===== src/logic/wgsd_defs.vh =====
`ifndef WGSD_DEFS_VH
`define WGSD_DEFS_VH
// register offsets on the plain register port
`define WGSD_ADDR_W 3
`define WGSD_OFF_CTRL0 3'h0
`define WGSD_OFF_SDCTL 3'h1
`define WGSD_OFF_SDSRC 3'h2
`define WGSD_OFF_STAT 3'h3
// control register zero fields
`define WGSD_BIT_EN 7
`define WGSD_BIT_LD 6
`define WGSD_MODE_HI 2
`define WGSD_MODE_LO 0
`define WGSD_CTRL0_RST 8'h00
// shutdown control register fields
`define WGSD_BIT_SD 7
`define WGSD_BIT_REN 6
`define WGSD_BD_HI 5
`define WGSD_BD_LO 4
`define WGSD_AC_HI 3
`define WGSD_AC_LO 2
`define WGSD_SDCTL_RST 8'h14
// writable shutdown control bits, low two unimplemented
`define WGSD_SDCTL_MASK_LEVELS 8'hFC
// shutdown source enable bits
`define WGSD_SRC_CMP1 0
`define WGSD_SRC_CMP2 1
`define WGSD_SRC_LC2 2
`define WGSD_SRC_PIN 3
`define WGSD_SRC_W 4
`define WGSD_SDSRC_RST 8'h00
// status register bit
`define WGSD_BIT_IRQ 0
// override level encodings
`define WGSD_LVL_ONE 2'h3
`define WGSD_LVL_ZERO 2'h2
`define WGSD_LVL_TRI 2'h1
`define WGSD_LVL_INACT 2'h0
// mode encodings
`define WGSD_MODE_ASTEER 3'h0
`define WGSD_MODE_SSTEER 3'h1
`define WGSD_MODE_FWD 3'h2
`define WGSD_MODE_REV 3'h3
`define WGSD_MODE_HALF 3'h4
`define WGSD_MODE_PP 3'h5
`endif


===== src/logic/wgsd_sync.v =====
`timescale 1ns/1ps
`default_nettype none
// two-flop synchroniser for a bus of async levels
module wgsd_sync #(
    parameter W = 1
) (
    // clock and reset
    input wire i_core_clk,
    input wire i_arst_n,
    // async in, synced out
    input wire [W-1:0] i_async,
    output wire [W-1:0] o_sync
);
    reg [W-1:0] meta_r; // first stage, read only by second
    reg [W-1:0] sync_r; // second stage
    // plain double flop
    always @(posedge i_core_clk or negedge i_arst_n) begin
        if (!i_arst_n) begin
            meta_r <= {W{1'b0}};
            sync_r <= {W{1'b0}};
        end else begin
            meta_r <= i_async;
            sync_r <= meta_r;
        end
    end
    assign o_sync = sync_r;
endmodule // wgsd_sync
`default_nettype wire


===== src/logic/wgsd_ovr.v =====
`timescale 1ns/1ps
`default_nettype none
`include "wgsd_defs.vh"
// maps a two-bit override field onto one output pin
module wgsd_ovr (
    // field, polarity, normal drive
    input wire [1:0] i_level,
    input wire i_pol,
    input wire i_shut,
    input wire i_norm,
    // pin drive
    output reg o_val,
    output reg o_oe
);
    // polarity never touches fixed override levels
    always @* begin
        o_val = i_norm;
        o_oe = 1'b1;
        if (i_shut) begin
            case (i_level)
                `WGSD_LVL_ONE: o_val = 1'b1;
                `WGSD_LVL_ZERO: o_val = 1'b0;
                `WGSD_LVL_TRI: begin
                    o_val = 1'b0;
                    o_oe = 1'b0;
                end
                default: o_val = i_pol; // inactive, polarity applied
            endcase
        end
    end
endmodule // wgsd_ovr
`default_nettype wire


===== src/logic/wgsd_top.v =====
// Summary of operation
// - software setting shutdown bit forces shutdown
// - no auto-restart: shutdown holds while bit set
// - auto-restart clears bit, resume next rising edge
// - enabled low source overrides outputs at once
// - sources: comparator1, comparator2, logic cell, pin
// - level sensitive; hold until source disabled
// - bd field drives b/d, ac field a/c
// - 11 one, 10 zero, 01 float, 00 inactive
// - each rise of the shutdown bit while enabled sets interrupt flag
// - restart blocked until cause gone
// - software clears bit, resume on rising edge
// - software clear ignored while condition present
// - hardware clears bit when conditions removed
// - keeps running in sleep with inputs
// - enable starts from shutdown state
// - load request waits falling then rising edge
// - load request only settable once enabled
// - three-bit mode field, 110/111 reserved
//
// The plain strobed port and the placing of the registers were chosen for this implementation.
`timescale 1ns/1ps
`default_nettype none
`include "wgsd_defs.vh"
module wgsd_top (
    // clock and reset
    input wire i_core_clk,
    input wire i_arst_n,
    // register port
    input wire [`WGSD_ADDR_W-1:0] i_addr,
    input wire [7:0] i_wdata,
    input wire i_wr,
    input wire i_rd,
    output reg [7:0] o_rdata,
    // data input and shutdown sources, asynchronous
    input wire i_data,
    input wire i_cmp1_n,
    input wire i_cmp2_n,
    input wire i_lc2_n,
    input wire i_pin_n,
    // polarity and normal waveform from the steering path
    input wire [3:0] i_pol,
    input wire [3:0] i_wave,
    // pins a..d in bits 0..3
    output wire [3:0] o_out,
    output wire [3:0] o_out_oe,
    // status towards the rest of the chip
    output wire o_enable,
    output wire [2:0] o_mode,
    output wire o_buf_load,
    output reg o_irq_flag
);
    // registers
    reg [7:0] ctrl0_r; // enable, mode; load request held in ld_r
    reg [7:0] sdctl_r; // shutdown, restart, levels
    reg [7:0] sdsrc_r; // source enables
    reg sd_r; // shutdown status bit
    reg sd_nxt;
    reg ld_r; // load request pending
    reg ld_fall_r; // falling edge seen since request
    reg data_d_r; // previous synced data
    reg run_r; // normal output active
    reg irq_r; // waveform interrupt flag
    reg ld_pulse_r; // one-cycle buffer load
    // synced sources
    wire data_s;
    wire [`WGSD_SRC_W-1:0] src_n_s;
    wire [`WGSD_SRC_W-1:0] src_en;
    wire hw_req_s; // synced request for the status bit
    wire hw_req_a; // raw request for the outputs
    wire rise;
    wire fall;
    wire wr_ctrl0;
    wire wr_sdctl;
    wire en;
    wire shut_now;
    wire [1:0] lvl_bd;
    wire [1:0] lvl_ac;
    wire [3:0] raw_n;
    wire wr_sdsrc; // source enable write
    wire wr_stat; // status write, flag clear

    // one register write decode; a wider address only
    // changes the offsets, never this compare
    function wgsd_hit(
        input strobe,
        input [`WGSD_ADDR_W-1:0] addr,
        input [`WGSD_ADDR_W-1:0] off
    );
        wgsd_hit = strobe && (addr == off);
    endfunction

    // edge of the synced data input against its last value;
    // the last sample resets low, so a false rise may follow
    // reset, harmless because shutdown is forced until enabled
    function wgsd_edge(
        input now,
        input prev,
        input want_rise
    );
        if (want_rise)
            wgsd_edge = now & ~prev;
        else
            wgsd_edge = ~now & prev;
    endfunction

    assign raw_n = {i_pin_n, i_lc2_n, i_cmp2_n, i_cmp1_n};

    // data input synchroniser
    wgsd_sync #(.W(1)) u_dsync (
        .i_core_clk(i_core_clk),
        .i_arst_n(i_arst_n),
        .i_async(i_data),
        .o_sync(data_s)
    );
    // shutdown source synchroniser, idle high after reset is
    // not guaranteed, so inversion keeps inactive as zero
    wgsd_sync #(.W(`WGSD_SRC_W)) u_ssync (
        .i_core_clk(i_core_clk),
        .i_arst_n(i_arst_n),
        .i_async(~raw_n),
        .o_sync(src_n_s)
    );

    assign src_en = sdsrc_r[`WGSD_SRC_W-1:0];
    assign hw_req_s = |(src_n_s & src_en);
    // unsynced path so the pins react without a clock
    assign hw_req_a = |(~raw_n & src_en);
    assign en = ctrl0_r[`WGSD_BIT_EN];
    assign rise = wgsd_edge(data_s, data_d_r, 1'b1);
    assign fall = wgsd_edge(data_s, data_d_r, 1'b0);
    // register write strobes, one per register
    assign wr_ctrl0 = wgsd_hit(i_wr, i_addr, `WGSD_OFF_CTRL0);
    assign wr_sdctl = wgsd_hit(i_wr, i_addr, `WGSD_OFF_SDCTL);
    assign wr_sdsrc = wgsd_hit(i_wr, i_addr, `WGSD_OFF_SDSRC);
    assign wr_stat = wgsd_hit(i_wr, i_addr, `WGSD_OFF_STAT);

    // shutdown status next value; later branches win, so the
    // priority runs from the last branch up: disable, source, software
    always @* begin
        // hold by default
        sd_nxt = sd_r;
        // software write to the shutdown bit
        if (wr_sdctl) begin
            if (i_wdata[`WGSD_BIT_SD])
                sd_nxt = 1'b1; // software shutdown
            else if (!hw_req_s)
                sd_nxt = 1'b0; // clear only when cause gone
        end
        // restart option clears once every cause is gone
        if (sd_r && sdctl_r[`WGSD_BIT_REN] && !hw_req_s
                && !(wr_sdctl && i_wdata[`WGSD_BIT_SD]))
            sd_nxt = 1'b0; // auto clear
        // an enabled low source keeps the bit set
        if (hw_req_s)
            sd_nxt = 1'b1; // level holds it set
        // a disabled block always sits in shutdown
        if (!en)
            sd_nxt = 1'b1; // start disabled from shutdown
    end

    // shutdown, run and interrupt state
    always @(posedge i_core_clk or negedge i_arst_n) begin
        if (!i_arst_n) begin
            sd_r <= 1'b1;
            run_r <= 1'b0;
            irq_r <= 1'b0;
            data_d_r <= 1'b0;
        end else begin
            data_d_r <= data_s;
            sd_r <= sd_nxt;
            // event is the rise of the status bit while enabled
            if (en && sd_nxt && !sd_r)
                irq_r <= 1'b1;
            else if (wr_stat && i_wdata[`WGSD_BIT_IRQ])
                irq_r <= 1'b0; // write one to clear, set wins
            if (sd_nxt)
                run_r <= 1'b0;
            else if (rise)
                run_r <= 1'b1; // resume on rising edge
        end
    end

    // control and configuration registers
    always @(posedge i_core_clk or negedge i_arst_n) begin
        if (!i_arst_n) begin
            ctrl0_r <= `WGSD_CTRL0_RST;
            sdctl_r <= `WGSD_SDCTL_RST;
            sdsrc_r <= `WGSD_SDSRC_RST;
        end else begin
            if (wr_ctrl0) begin
                ctrl0_r[`WGSD_BIT_EN] <= i_wdata[`WGSD_BIT_EN];
                ctrl0_r[`WGSD_MODE_HI:`WGSD_MODE_LO] <=
                    i_wdata[`WGSD_MODE_HI:`WGSD_MODE_LO];
            end
            // low two bits unimplemented, stored as zero
            if (wr_sdctl)
                sdctl_r <= i_wdata & `WGSD_SDCTL_MASK_LEVELS;
            // upper source bits unimplemented
            if (wr_sdsrc)
                sdsrc_r <= {4'h0, i_wdata[`WGSD_SRC_W-1:0]};
        end
    end

    // buffer load request sequencing
    always @(posedge i_core_clk or negedge i_arst_n) begin
        if (!i_arst_n) begin
            ld_r <= 1'b0;
            ld_fall_r <= 1'b0;
            ld_pulse_r <= 1'b0;
        end else begin
            ld_pulse_r <= 1'b0;
            if (!en) begin
                ld_r <= 1'b0;
                ld_fall_r <= 1'b0;
            end else if (wr_ctrl0 && i_wdata[`WGSD_BIT_LD] && !ld_r) begin
                ld_r <= 1'b1; // only when already enabled
                ld_fall_r <= 1'b0;
            end else if (ld_r && !ld_fall_r && fall) begin
                ld_fall_r <= 1'b1;
            end else if (ld_r && ld_fall_r && rise) begin
                ld_r <= 1'b0; // hardware clear
                ld_fall_r <= 1'b0;
                ld_pulse_r <= 1'b1;
            end
        end
    end

    // read data one cycle after the strobe
    always @(posedge i_core_clk or negedge i_arst_n) begin
        if (!i_arst_n) begin
            o_rdata <= 8'h00;
            o_irq_flag <= 1'b0;
        end else begin
            o_irq_flag <= irq_r;
            o_rdata <= 8'h00;
            if (i_rd) begin
                case (i_addr)
                    `WGSD_OFF_CTRL0: o_rdata <= {en, ld_r, 3'h0,
                        ctrl0_r[`WGSD_MODE_HI:`WGSD_MODE_LO]};
                    // live status bit in place of the stored one
                    `WGSD_OFF_SDCTL: o_rdata <= {sd_r,
                        sdctl_r[`WGSD_BIT_REN:`WGSD_AC_LO], 2'h0};
                    `WGSD_OFF_SDSRC: o_rdata <= sdsrc_r;
                    // run above the interrupt flag
                    `WGSD_OFF_STAT: o_rdata <= {6'h00, run_r, irq_r};
                    default: o_rdata <= 8'h00;
                endcase
            end
        end
    end

    // override selection; runs on core clock, no sleep gating
    // the raw source path skips the synchroniser, so even a short
    // glitch on an enabled source blanks the outputs, by intent
    assign shut_now = sd_r | hw_req_a | !run_r;
    assign lvl_bd = sdctl_r[`WGSD_BD_HI:`WGSD_BD_LO];
    assign lvl_ac = sdctl_r[`WGSD_AC_HI:`WGSD_AC_LO];

    // pins a and c from ac field, b and d from bd field
    // pin a, ac field
    wgsd_ovr u_ova (
        .i_level(lvl_ac),
        .i_pol(i_pol[0]),
        .i_shut(shut_now),
        .i_norm(i_wave[0]),
        .o_val(o_out[0]),
        .o_oe(o_out_oe[0])
    );
    // pin b, bd field
    wgsd_ovr u_ovb (
        .i_level(lvl_bd),
        .i_pol(i_pol[1]),
        .i_shut(shut_now),
        .i_norm(i_wave[1]),
        .o_val(o_out[1]),
        .o_oe(o_out_oe[1])
    );
    // pin c, ac field
    wgsd_ovr u_ovc (
        .i_level(lvl_ac),
        .i_pol(i_pol[2]),
        .i_shut(shut_now),
        .i_norm(i_wave[2]),
        .o_val(o_out[2]),
        .o_oe(o_out_oe[2])
    );
    // pin d, bd field
    wgsd_ovr u_ovd (
        .i_level(lvl_bd),
        .i_pol(i_pol[3]),
        .i_shut(shut_now),
        .i_norm(i_wave[3]),
        .o_val(o_out[3]),
        .o_oe(o_out_oe[3])
    );

    assign o_enable = en;
    assign o_mode = ctrl0_r[`WGSD_MODE_HI:`WGSD_MODE_LO];
    assign o_buf_load = ld_pulse_r;
endmodule // wgsd_top
`default_nettype wire


===== config.mk =====
export PLATFORM = sky130hd
export DESIGN_NAME = wgsd_top
export DESIGN_NICKNAME = d
export VERILOG_FILES = /design/src/logic/wgsd_sync.v /design/src/logic/wgsd_ovr.v /design/src/logic/wgsd_top.v
export VERILOG_INCLUDE_DIRS = /design/src /design/src/logic
export SDC_FILE = /design/constraint.sdc
export NUM_CORES = 1
export LEC_CHECK = 0
export BUFFER_PORTS_ARGS = -buffer_cell sky130_fd_sc_hd__buf_2
export CORE_ASPECT_RATIO = 1.4
export CORE_MARGIN = 2
export CORE_UTILIZATION = 40
export DETAILED_ROUTE_END_ITERATION = 8
export HOLD_SLACK_MARGIN = 0.15
export SYNTH_ARGS = -nofsm -noshare
export SYNTH_HDL_FRONTEND = slang
export SYNTH_SLANG_ARGS = --single-unit

===== constraint.sdc =====
create_clock -name i_core_clk -period 4.4 [get_ports i_core_clk]
set_input_delay 0.44 -clock i_core_clk [delete_from_list [all_inputs] [get_ports i_core_clk]]
set_output_delay 0.44 -clock i_core_clk [all_outputs]
set_load 0.005 [all_outputs]

== Word level (Yosys, flattened, before mapping) ==
Cells that the tools add are included.

* Eq/ne operators: 12
* Mux-type cells: 34
* Bitwise operators: 9
* Reduce and logical (&&, ||, !) cells: 31

{| class="wikitable"
|+ Operator list
! operator !! count
|-
| $pmux 8 s4 || 1
|-
| $mux 1 || 28
|-
| $logic_and 1x1->1 || 17
|-
| $and 4x4->4 || 2
|-
| $eq 2x2->1 const B || 4
|-
| $mux 8 || 1
|-
| $pmux 1 s2 || 4
|-
| $reduce_or 4->1 || 2
|-
| $eq 3x2->1 const B || 2
|-
| $logic_not 1->1 || 6
|-
| $eq 2x1->1 const B || 2
|-
| $ne 4x1->1 const B || 1
|-
| $not 4->4 || 1
|-
| $reduce_bool 2->1 || 2
|-
| $reduce_or 2->1 || 2
|-
| $eq 3x1->1 const B || 1
|-
| $logic_not 3->1 || 1
|-
| $ne 3x1->1 const B || 1
|-
| $ne 3x3->1 const B || 1
|-
| $and 1x1->1 || 2
|-
| $not 1->1 || 2
|-
| $or 1x1->1 || 2
|-
| $reduce_and 2->1 || 1
|}

* Register bits: 39
* Input bits: 28
* Output and inout bits: 22
* Word-level logic and storage cells: 103

== Depth between registers and ports, before layout ==
Gate-level depths: netlist of run 1.

* Depth in word-level cells: 11
* Mapped depth: 5
* Gate-level depth less buffers: 4

== Modules after synthesis ==
Synthesis of run 1 repeated with hierarchy kept, for this count alone.

* Cells, all modules: 134
* Area total of the unflattened synthesis: 1637.8 µm²

{| class="wikitable"
|+ Modules (own cells, without submodules)
! module !! times used !! cells an instance !! area an instance (µm²) !! seq. area each (µm²)
|-
| wgsd_top || 1 || 104 || 1267.5 || 729.4
|-
| wgsd_sync at u_ssync || 1 || 8 || 200.2 || 200.2
|-
| wgsd_ovr || 4 || 5 || 30.0 || 0.0
|-
| wgsd_sync at u_dsync || 1 || 2 || 50.0 || 50.0
|}

== Worst setup path before layout of run 1 ==
No wires, ideal clock.

* Kind: input port to output port
* Start: input i_lc2_n
* End: output o_out[0]
* Arrival time: 1462 ps
* Required time: 3960 ps
* Path slack: 2498 ps
* Stages: 5
* Buffers on the path: 1
* Path through: inv_1 -> a222oi_1 -> nand4_2 -> mux2_2 -> buf_4

* Word-level cells in the longest chain between the ends: 6

{| class="wikitable"
|+ RTL lines
! element !! line !! source
|-
| from (decl) || wgsd_top.v:39 || <nowiki>input wire i_lc2_n,</nowiki>
|-
| $not 4->4 || wgsd_top.v:128 || <nowiki>assign hw_req_a = |(~raw_n & src_en);</nowiki>
|-
| $and 4x4->4 || wgsd_top.v:128 ||
|-
| $reduce_or 4->1 || wgsd_top.v:128 ||
|-
| $or 1x1->1 (2 in a row) || wgsd_top.v:256 || <nowiki>assign shut_now = sd_r | hw_req_a | !run_r;</nowiki>
|-
| $mux 1 || wgsd_ovr.v:19 || <nowiki>if (i_shut) begin</nowiki>
|-
| to (decl) || wgsd_top.v:45 || <nowiki>output wire [3:0] o_out,</nowiki>
|}

No other way between the ends.

== Worst setup path in the final report of run 1 ==
* Start: register sdsrc_r[2]
* End: output o_out[2]

* Word-level cells in the longest chain between the ends: 5

{| class="wikitable"
|+ RTL lines
! element !! line !! source
|-
| from (decl) || wgsd_top.v:56 || <nowiki>reg [7:0] sdsrc_r;</nowiki>
|-
| from (signal assigned) || wgsd_top.v:189 || <nowiki>sdsrc_r <= `WGSD_SDSRC_RST;</nowiki>
|-
| from (signal assigned) || wgsd_top.v:201 || <nowiki>sdsrc_r <= {4'h0, i_wdata[`WGSD_SRC_W-1:0]};</nowiki>
|-
| $and 4x4->4 || wgsd_top.v:128 ||
|-
| $reduce_or 4->1 || wgsd_top.v:128 ||
|-
| $or 1x1->1 (2 in a row) || wgsd_top.v:256 ||
|-
| $mux 1 || wgsd_ovr.v:19 ||
|}

No other way between the ends.

==> results.py, run 1 <==
metrics = {
    "worst_setup_path": {
        "crit_slowest_cell": "sky130_fd_sc_hd__dfrtp_1",
        "regToRegStartpoint": "sdsrc_r[3]",
        "critical_path.max_fanout": 6,
        "crit_path_cell_trace": "a222oi_1, nand4_2, mux2_2, buf_2",
        "end_kind": "output port",
        "critical_path_arrival_ns": 1.83,
        "worst_path_largest_cell_delay_ns": 0.42,
        "worst-endpoint-required_ns": 3.96,
        "timing.setup.critical_path_class": "register to output port",
        "cp-start-kind": "register",
        "crit_start": "sdsrc_r[2]",
    },
    "clocking": {
        "cts.sink_count": 39,
        "tritoncts.num_buffers": 5,
        "cts_buffer_depth": 2,
        "post_cts_buffers": 0,
        "clock_tree.root_cell": "sky130_fd_sc_hd__clkbuf_8",
        "clock_tree.htree_level_count": 2,
        "clock_pin_slew_on_the_worst_setup_and_hold_paths_ns": 0.07,
        "clkLatencyLatePin_ns": 0.28,
        "hold_buffers": 0,
        "cts_resized": 0,
        "tritoncts_clock_tree": "yes",
    },
    "die": {
        "die_width_um": 58.4,
        "design.die.area_um2": 4680,
        "design.portCount": 50,
        "core-area_um2": 3950,
        "initial_core_util_pct": 41.9,
        "fp.dieH_um": 80.2,
        "site_row_count": 27,
    },
    "worst_hold_path": {
        "holdCritPathClass": "primary input to asynchronous set/reset pin",
    },
    "pwr": {
        "fin_total_pwr_mw": 0.821,
        "power.density_cell_area_nw_per_um2": 418,
        "total_leakage_power_nw": 1.01,
        "peakVddDrop_v": 0.000334,
    },
    "synth": {
        "synthesis.instances": 138,
        "yosysUniqueCellTypes": 32,
        "synth_seq_area_share_pct": 59.1,
        "syn-cell-area_um2": 1660,
        "synthFlopType": "sky130_fd_sc_hd__dfrtp_1",
        "avgSynthCellArea_um2": 12.0,
        "ys_warn_count": 0,
        "synth_seq_cells": 39,
        "synthArstFlopShare_pct": 100,
        "synth_edf_count": 0,
        "mappedNetlistNets": 166,
    },
    "final_layout": {
        "finish.cell_count_without_fillers": 227,
        "synthToLayoutAreaGrowth_pct": 18.6,
        "finish.instance_area_um2": 1970,
        "layout.nets": 211,
        "final_layout_size_suffix_gt1_share_pct": 42.9,
        "layout.filler_cells": 381,
        "antenna-diode-count": 0,
    },
    "detailed_routing": {
        "drt-total-wl_um": 3220,
        "viasPerCell": 5.09,
        "route.vias.total": 1155,
        "detailed_route_wire_length_per_cell_um": 14.2,
        "drt.antenna.violating_nets": 0,
        "first_pass_iters": 4,
        "initialDrtViolationCount": 26,
        "drc": 0,
    },
    "global_route": {
        "grt_antenna_before_repair": 0,
        "first_global_vias": 1143,
        "grt_start_max_net_pins": 40,
        "overflow": 0,
        "grt_usage_pct": 14.8,
        "grt_first_pass_wirelength_um": 5220,
    },
    "placement": {
        "dp.cells": 219,
        "place_congestion": 0.788,
        "post-dp-hpwl_um": 2490,
        "io_buffer_count": 49,
        "place_area_um2": 1880,
    },
    "timing": {
        "grt_setup_unrepaired": "false",
        "fmaxAchievable_mhz": 440,
        "timing.final.hold_violations": 0,
        "setup_viol_count_final": 0,
        "fin_skew_ns": 0.00159,
        "timing.final.crit_share_pct": 51.6,
        "final_max_slew_viol_count": 0,
        "slew_headroom_pct": 13.0,
        "fin_crit_ns": 2.27,
        "slew_worst_pin_ns": 1.29,
        "total_neg_setup_slack_ns": 0,
    },
    "status": {
        "status": "complete, no violations",
    },
    "flow_run": {
        "cap_violations": 0,
    },
}
[path summary, 6_finish.rpt]
kind | end | slack (ns) | depth (start not counted)
setup reg to reg | irq_r | 3.01 | 4
hold / removal | o_mode[2] | 0.25 | 1
setup / recovery | o_out[2] | 2.13 | 4
min in group i_core_clk | u_dsync.meta_r | 0.26 | 1
max in group asynchronous | sdctl_r[6] | 3.63 | 1
hold reg to reg | u_dsync.o_sync | 0.35 | 0
[metrics by stage]
stage / utilization, % / hold WS [ns] / worst slack, ns
after floorplan: - / 0.144 / 2.50
after global placement: 47.6 / 0.332 / 2.07
after detailed placement: 47.6 / 0.335 / 1.99
after CTS: 49.8 / 0.243 / 2.10
after global routing: 49.8 / 0.237 / 2.06
final: 49.8 / 0.246 / 2.13
[cell families (layout without fill, tap and decap cells)]
kind of cell | count (synthesis) | count (layout) | synth area share (%)
AO/OA/AOI/OAI | 11 | 11 | 5.28
flip-flops | 39 | 39 | 59.1
multiplexers | 22 | 22 | 14.6
buffers and inverters | 17 | 63 | 5.81
AND/OR/NAND/NOR | 49 | 49 | 15.2
[registers in the layout, indices dropped and copies added, names as in the netlist, 3 cells and up]
| register | cells |
|---|---|
| u_ssync.o_sync | 4 |
| o_mode | 3 |
| sdsrc_r | 4 |
| sdctl_r | 5 |
| u_ssync.meta_r | 4 |
| o_rdata | 8 |
[synth_stat cells (all sizes together), types with 2 or more instances]
master  instances  area share, %
a31oi           2           0.75
buf            11            4.5
nor2b           3            1.1
mux2i           5            3.0
mux2           17             12
nor3            2           0.60
and3            2           0.75
nor2           13            2.9
inv             6            1.4
nand3b          3            1.4
nand4           3            1.5
a21oi           2           0.60
nand2          16            3.6
dfstp           3            4.8
dfrtp          36             54
[per-layer routing]
layer / GRT usage, % / routed length (µm)
met1: 17.8 / 1300
met2: 24.7 / 1740
met3: 4.99 / 166
met4: 4.19 / 20
met5: 0 / 0
[where the power goes]
part           switching (mW)  internal (mW)
Combinational          0.0682         0.0848
Sequential             0.0378          0.408
Clock                   0.115          0.108
Total                   0.221          0.601
[worst max-delay path, delay by kind of cell, from the launching register on]
kind,cells,cell delay [ns]
multiplexers,1,0.34
AO/OA/AOI/OAI,1,0.39
buffers and inverters,1,0.13
flip-flops,1,0.42
AND/OR/NAND/NOR,1,0.27
[layout by cell type (no fill, tap or decap), types with 3 or more instances in the layout]
master / count
sky130_fd_sc_hd__buf_2: 49
sky130_fd_sc_hd__mux2i_1: 5
sky130_fd_sc_hd__nor2_1: 13
sky130_fd_sc_hd__clkinv_2: 3
sky130_fd_sc_hd__nand3b_1: 3
sky130_fd_sc_hd__nor2b_1: 3
sky130_fd_sc_hd__clkbuf_8: 5
sky130_fd_sc_hd__mux2_2: 17
sky130_fd_sc_hd__inv_1: 6
sky130_fd_sc_hd__dfrtp_1: 36
sky130_fd_sc_hd__dfstp_2: 3
sky130_fd_sc_hd__nand2_1: 16
[layout make-up]
class,instances,area [µm²],area share (%)
timing repair buffer,49,245,12.5
inverter,6,22.5,1.15
clock inverter,3,15.0,0.763
clock buffer,5,68.8,3.50
multi-input combinational,82,582,29.6
sequential,39,980,49.8
tap,43,53.8,2.74
No activity file was read; power rests on OpenSTA's default activity.
==> inputs of run 2 (changes only) <==
- PLACE_DENSITY: unset -> 0.67
- clock period: 4.4 -> 1.85 ns (I/O delays scaled with it)
==> results.py, run 2 (same netlist as run 1, synthesis figures left out) <==
metrics = {
    "final_layout": {
        "max_flop_register": "o_rdata",
        "synthToLayoutAreaGrowth_pct": 28.2,
        "flip_flop_count_of_the_largest_register_after_layout": 8,
        "mostFrequentLayoutCells": "sky130_fd_sc_hd__buf_2, sky130_fd_sc_hd__dfrtp_1, sky130_fd_sc_hd__mux2_2",
        "layout.filler_cells": 344,
        "layout.nets": 228,
        "biggest_regs": "o_rdata: 8 flops, sdctl_r: 5 flops",
        "finish.instance_area_um2": 2130,
        "most_frequent_standard_cell_in_the_layout_excluding_fill_and_tap_cells": "sky130_fd_sc_hd__buf_2",
        "antenna-diode-count": 0,
        "final_layout_size_suffix_gt1_share_pct": 40.8,
    },
    "timing": {
        "total_neg_setup_slack_ns": -0.944,
        "fmaxAchievable_mhz": 486,
        "grt_setup_unrepaired": "true",
        "slew_headroom_pct": 44.2,
        "setup_viol_count_final": 8,
        "slew_worst_pin_ns": 0.837,
        "final_max_slew_viol_count": 0,
        "fin_skew_ns": 0.00223,
        "fin_ws_ns": -0.206,
        "fin_crit_ns": 2.06,
        "timing.final.hold_violations": 0,
        "timing.final.crit_share_pct": 111,
        "hold-worst-slack_ns": 0.169,
    },
    "pwr": {
        "power.density_cell_area_nw_per_um2": 944,
        "peakVddDrop_v": 0.000729,
        "total_leakage_power_nw": 1.09,
    },
    "detailed_routing": {
        "viasPerCell": 5.00,
        "detailed_route_wire_length_per_cell_um": 14.9,
        "route.vias.total": 1219,
        "initialDrtViolationCount": 36,
        "drc": 0,
        "drt.antenna.violating_nets": 0,
        "drt-total-wl_um": 3630,
        "first_pass_iters": 4,
    },
    "status": {
        "status": "complete, but fails checks",
        "violated_checks": "setup timing",
    },
    "worst_setup_path": {
        "end_kind": "output port",
        "critical_path_arrival_ns": 1.87,
        "timing.setup.critical_path_class": "register to output port",
        "critical_path.max_fanout": 6,
        "crit_slowest_cell": "sky130_fd_sc_hd__a222oi_1",
        "worst_path_largest_cell_delay_ns": 0.47,
        "critPathTopFamily": "compound AO/OA/AOI/OAI gates",
        "crit_path_cell_trace": "a222oi_1, nand4_2, buf_6, mux2_2, buf_2",
        "cp-start-kind": "register",
        "worst-endpoint-required_ns": 1.66,
        "worst-path-buf-inv": 2,
    },
    "worst_hold_path": {
        "holdCritPathClass": "primary input to register",
    },
    "die": {
        "fp.dieH_um": 80.2,
        "core-area_um2": 3950,
        "design.die.area_um2": 4680,
        "die_width_um": 58.4,
        "initial_core_util_pct": 41.9,
        "site_row_count": 27,
        "design.portCount": 50,
    },
    "clocking": {
        "clock_tree.root_cell": "sky130_fd_sc_hd__clkbuf_8",
        "tritoncts_clock_tree": "yes",
        "cts_buffer_depth": 2,
        "clkLatencyLatePin_ns": 0.29,
        "clock_tree.htree_level_count": 2,
        "tritoncts.num_buffers": 5,
        "clock_pin_slew_on_the_worst_setup_and_hold_paths_ns": 0.07,
        "cts.sink_count": 39,
    },
    "global_route": {
        "grt_usage_pct": 17.2,
        "grt_first_pass_wirelength_um": 5810,
        "grt_start_max_net_pins": 40,
        "overflow": 0,
        "grt_antenna_before_repair": 0,
        "first_global_vias": 1299,
    },
    "placement": {
        "place_congestion": 0.867,
        "place_area_um2": 1900,
        "post-dp-hpwl_um": 2680,
        "io_buffer_count": 49,
    },
    "flow_run": {
        "cap_violations": 0,
    },
}
-- run 2: changes by cell type in the layout (fill, tap and decap cells not counted) --
cell                            delta
sky130_fd_sc_hd__buf_4             +4
sky130_fd_sc_hd__buf_6             +1
sky130_fd_sc_hd__clkbuf_1          +2
sky130_fd_sc_hd__clkinv_2          -2
sky130_fd_sc_hd__dlygate4sd3_1    +12
-- run 2: what timing repair did --
action	in CTS	in global routing
pin swaps	2	1
resized for setup	1	0
buffers inserted	3	0
endpoints found under the hold margin	48	0
hold buffers	12	0
setup endpoints to repair	8	8
-- run 2: per-stage QoR --
step | power, mW | setup WS, ns | instances | util, %
2_1_floorplan | 1.32 | 0.303 | 138 | -
3_3_place_gp | 1.43 | 0.203 | 221 | 48.0
3_5_place_dp | 1.45 | 0.135 | 221 | 48.0
4_1_cts | 2.03 | -0.121 | 244 | 53.8
5_1_grt | 2.12 | -0.300 | 244 | 53.8
6_report | 2.01 | -0.206 | 244 | 53.8
-- run 2: area by class of cell --
cell class	count	area (µm²)	area share (%)
Clock buffer	7	76.3	3.59
Clock inverter	1	5.00	0.235
Inverter	6	22.5	1.06
Multi-Input combinational cell	82	582	27.4
Sequential cell	39	980	46.1
Tap cell	43	53.8	2.53
Timing Repair Buffer	66	407	19.1
-- run 2: routing by layer --
| layer | share of wire [%] | up-vias | global-route usage (%) |
|---|---|---|---|
| li1 | - | 590 | - |
| met1 | 35 | 585 | 16.9 |
| met2 | 59 | 34 | 32.0 |
| met3 | 3.8 | 10 | 4.03 |
| met4 | 2.5 | 0 | 9.30 |
| met5 | 0 | - | 0 |
-- run 2: final timing paths --
kind	start	to	slack, ns	cells after the start
min	i_wdata[2]	sdsrc_r[2]	0.17	2
max	sdsrc_r[2]	o_out[1]	-0.21	5
min in group asynchronous	i_arst_n	o_mode[2]	0.54	2
min reg2reg	u_ssync.meta_r[2]	u_ssync.o_sync[2]	0.35	0
max in group asynchronous	i_arst_n	o_rdata[0]	0.79	2
max reg2reg	sdsrc_r[3]	irq_r	0.42	4
-- run 2: where the power goes --
group	internal [mW]	switching (mW)
combinational	0.232	0.183
sequential	0.970	0.0867
clock	0.264	0.272
total	1.47	0.542
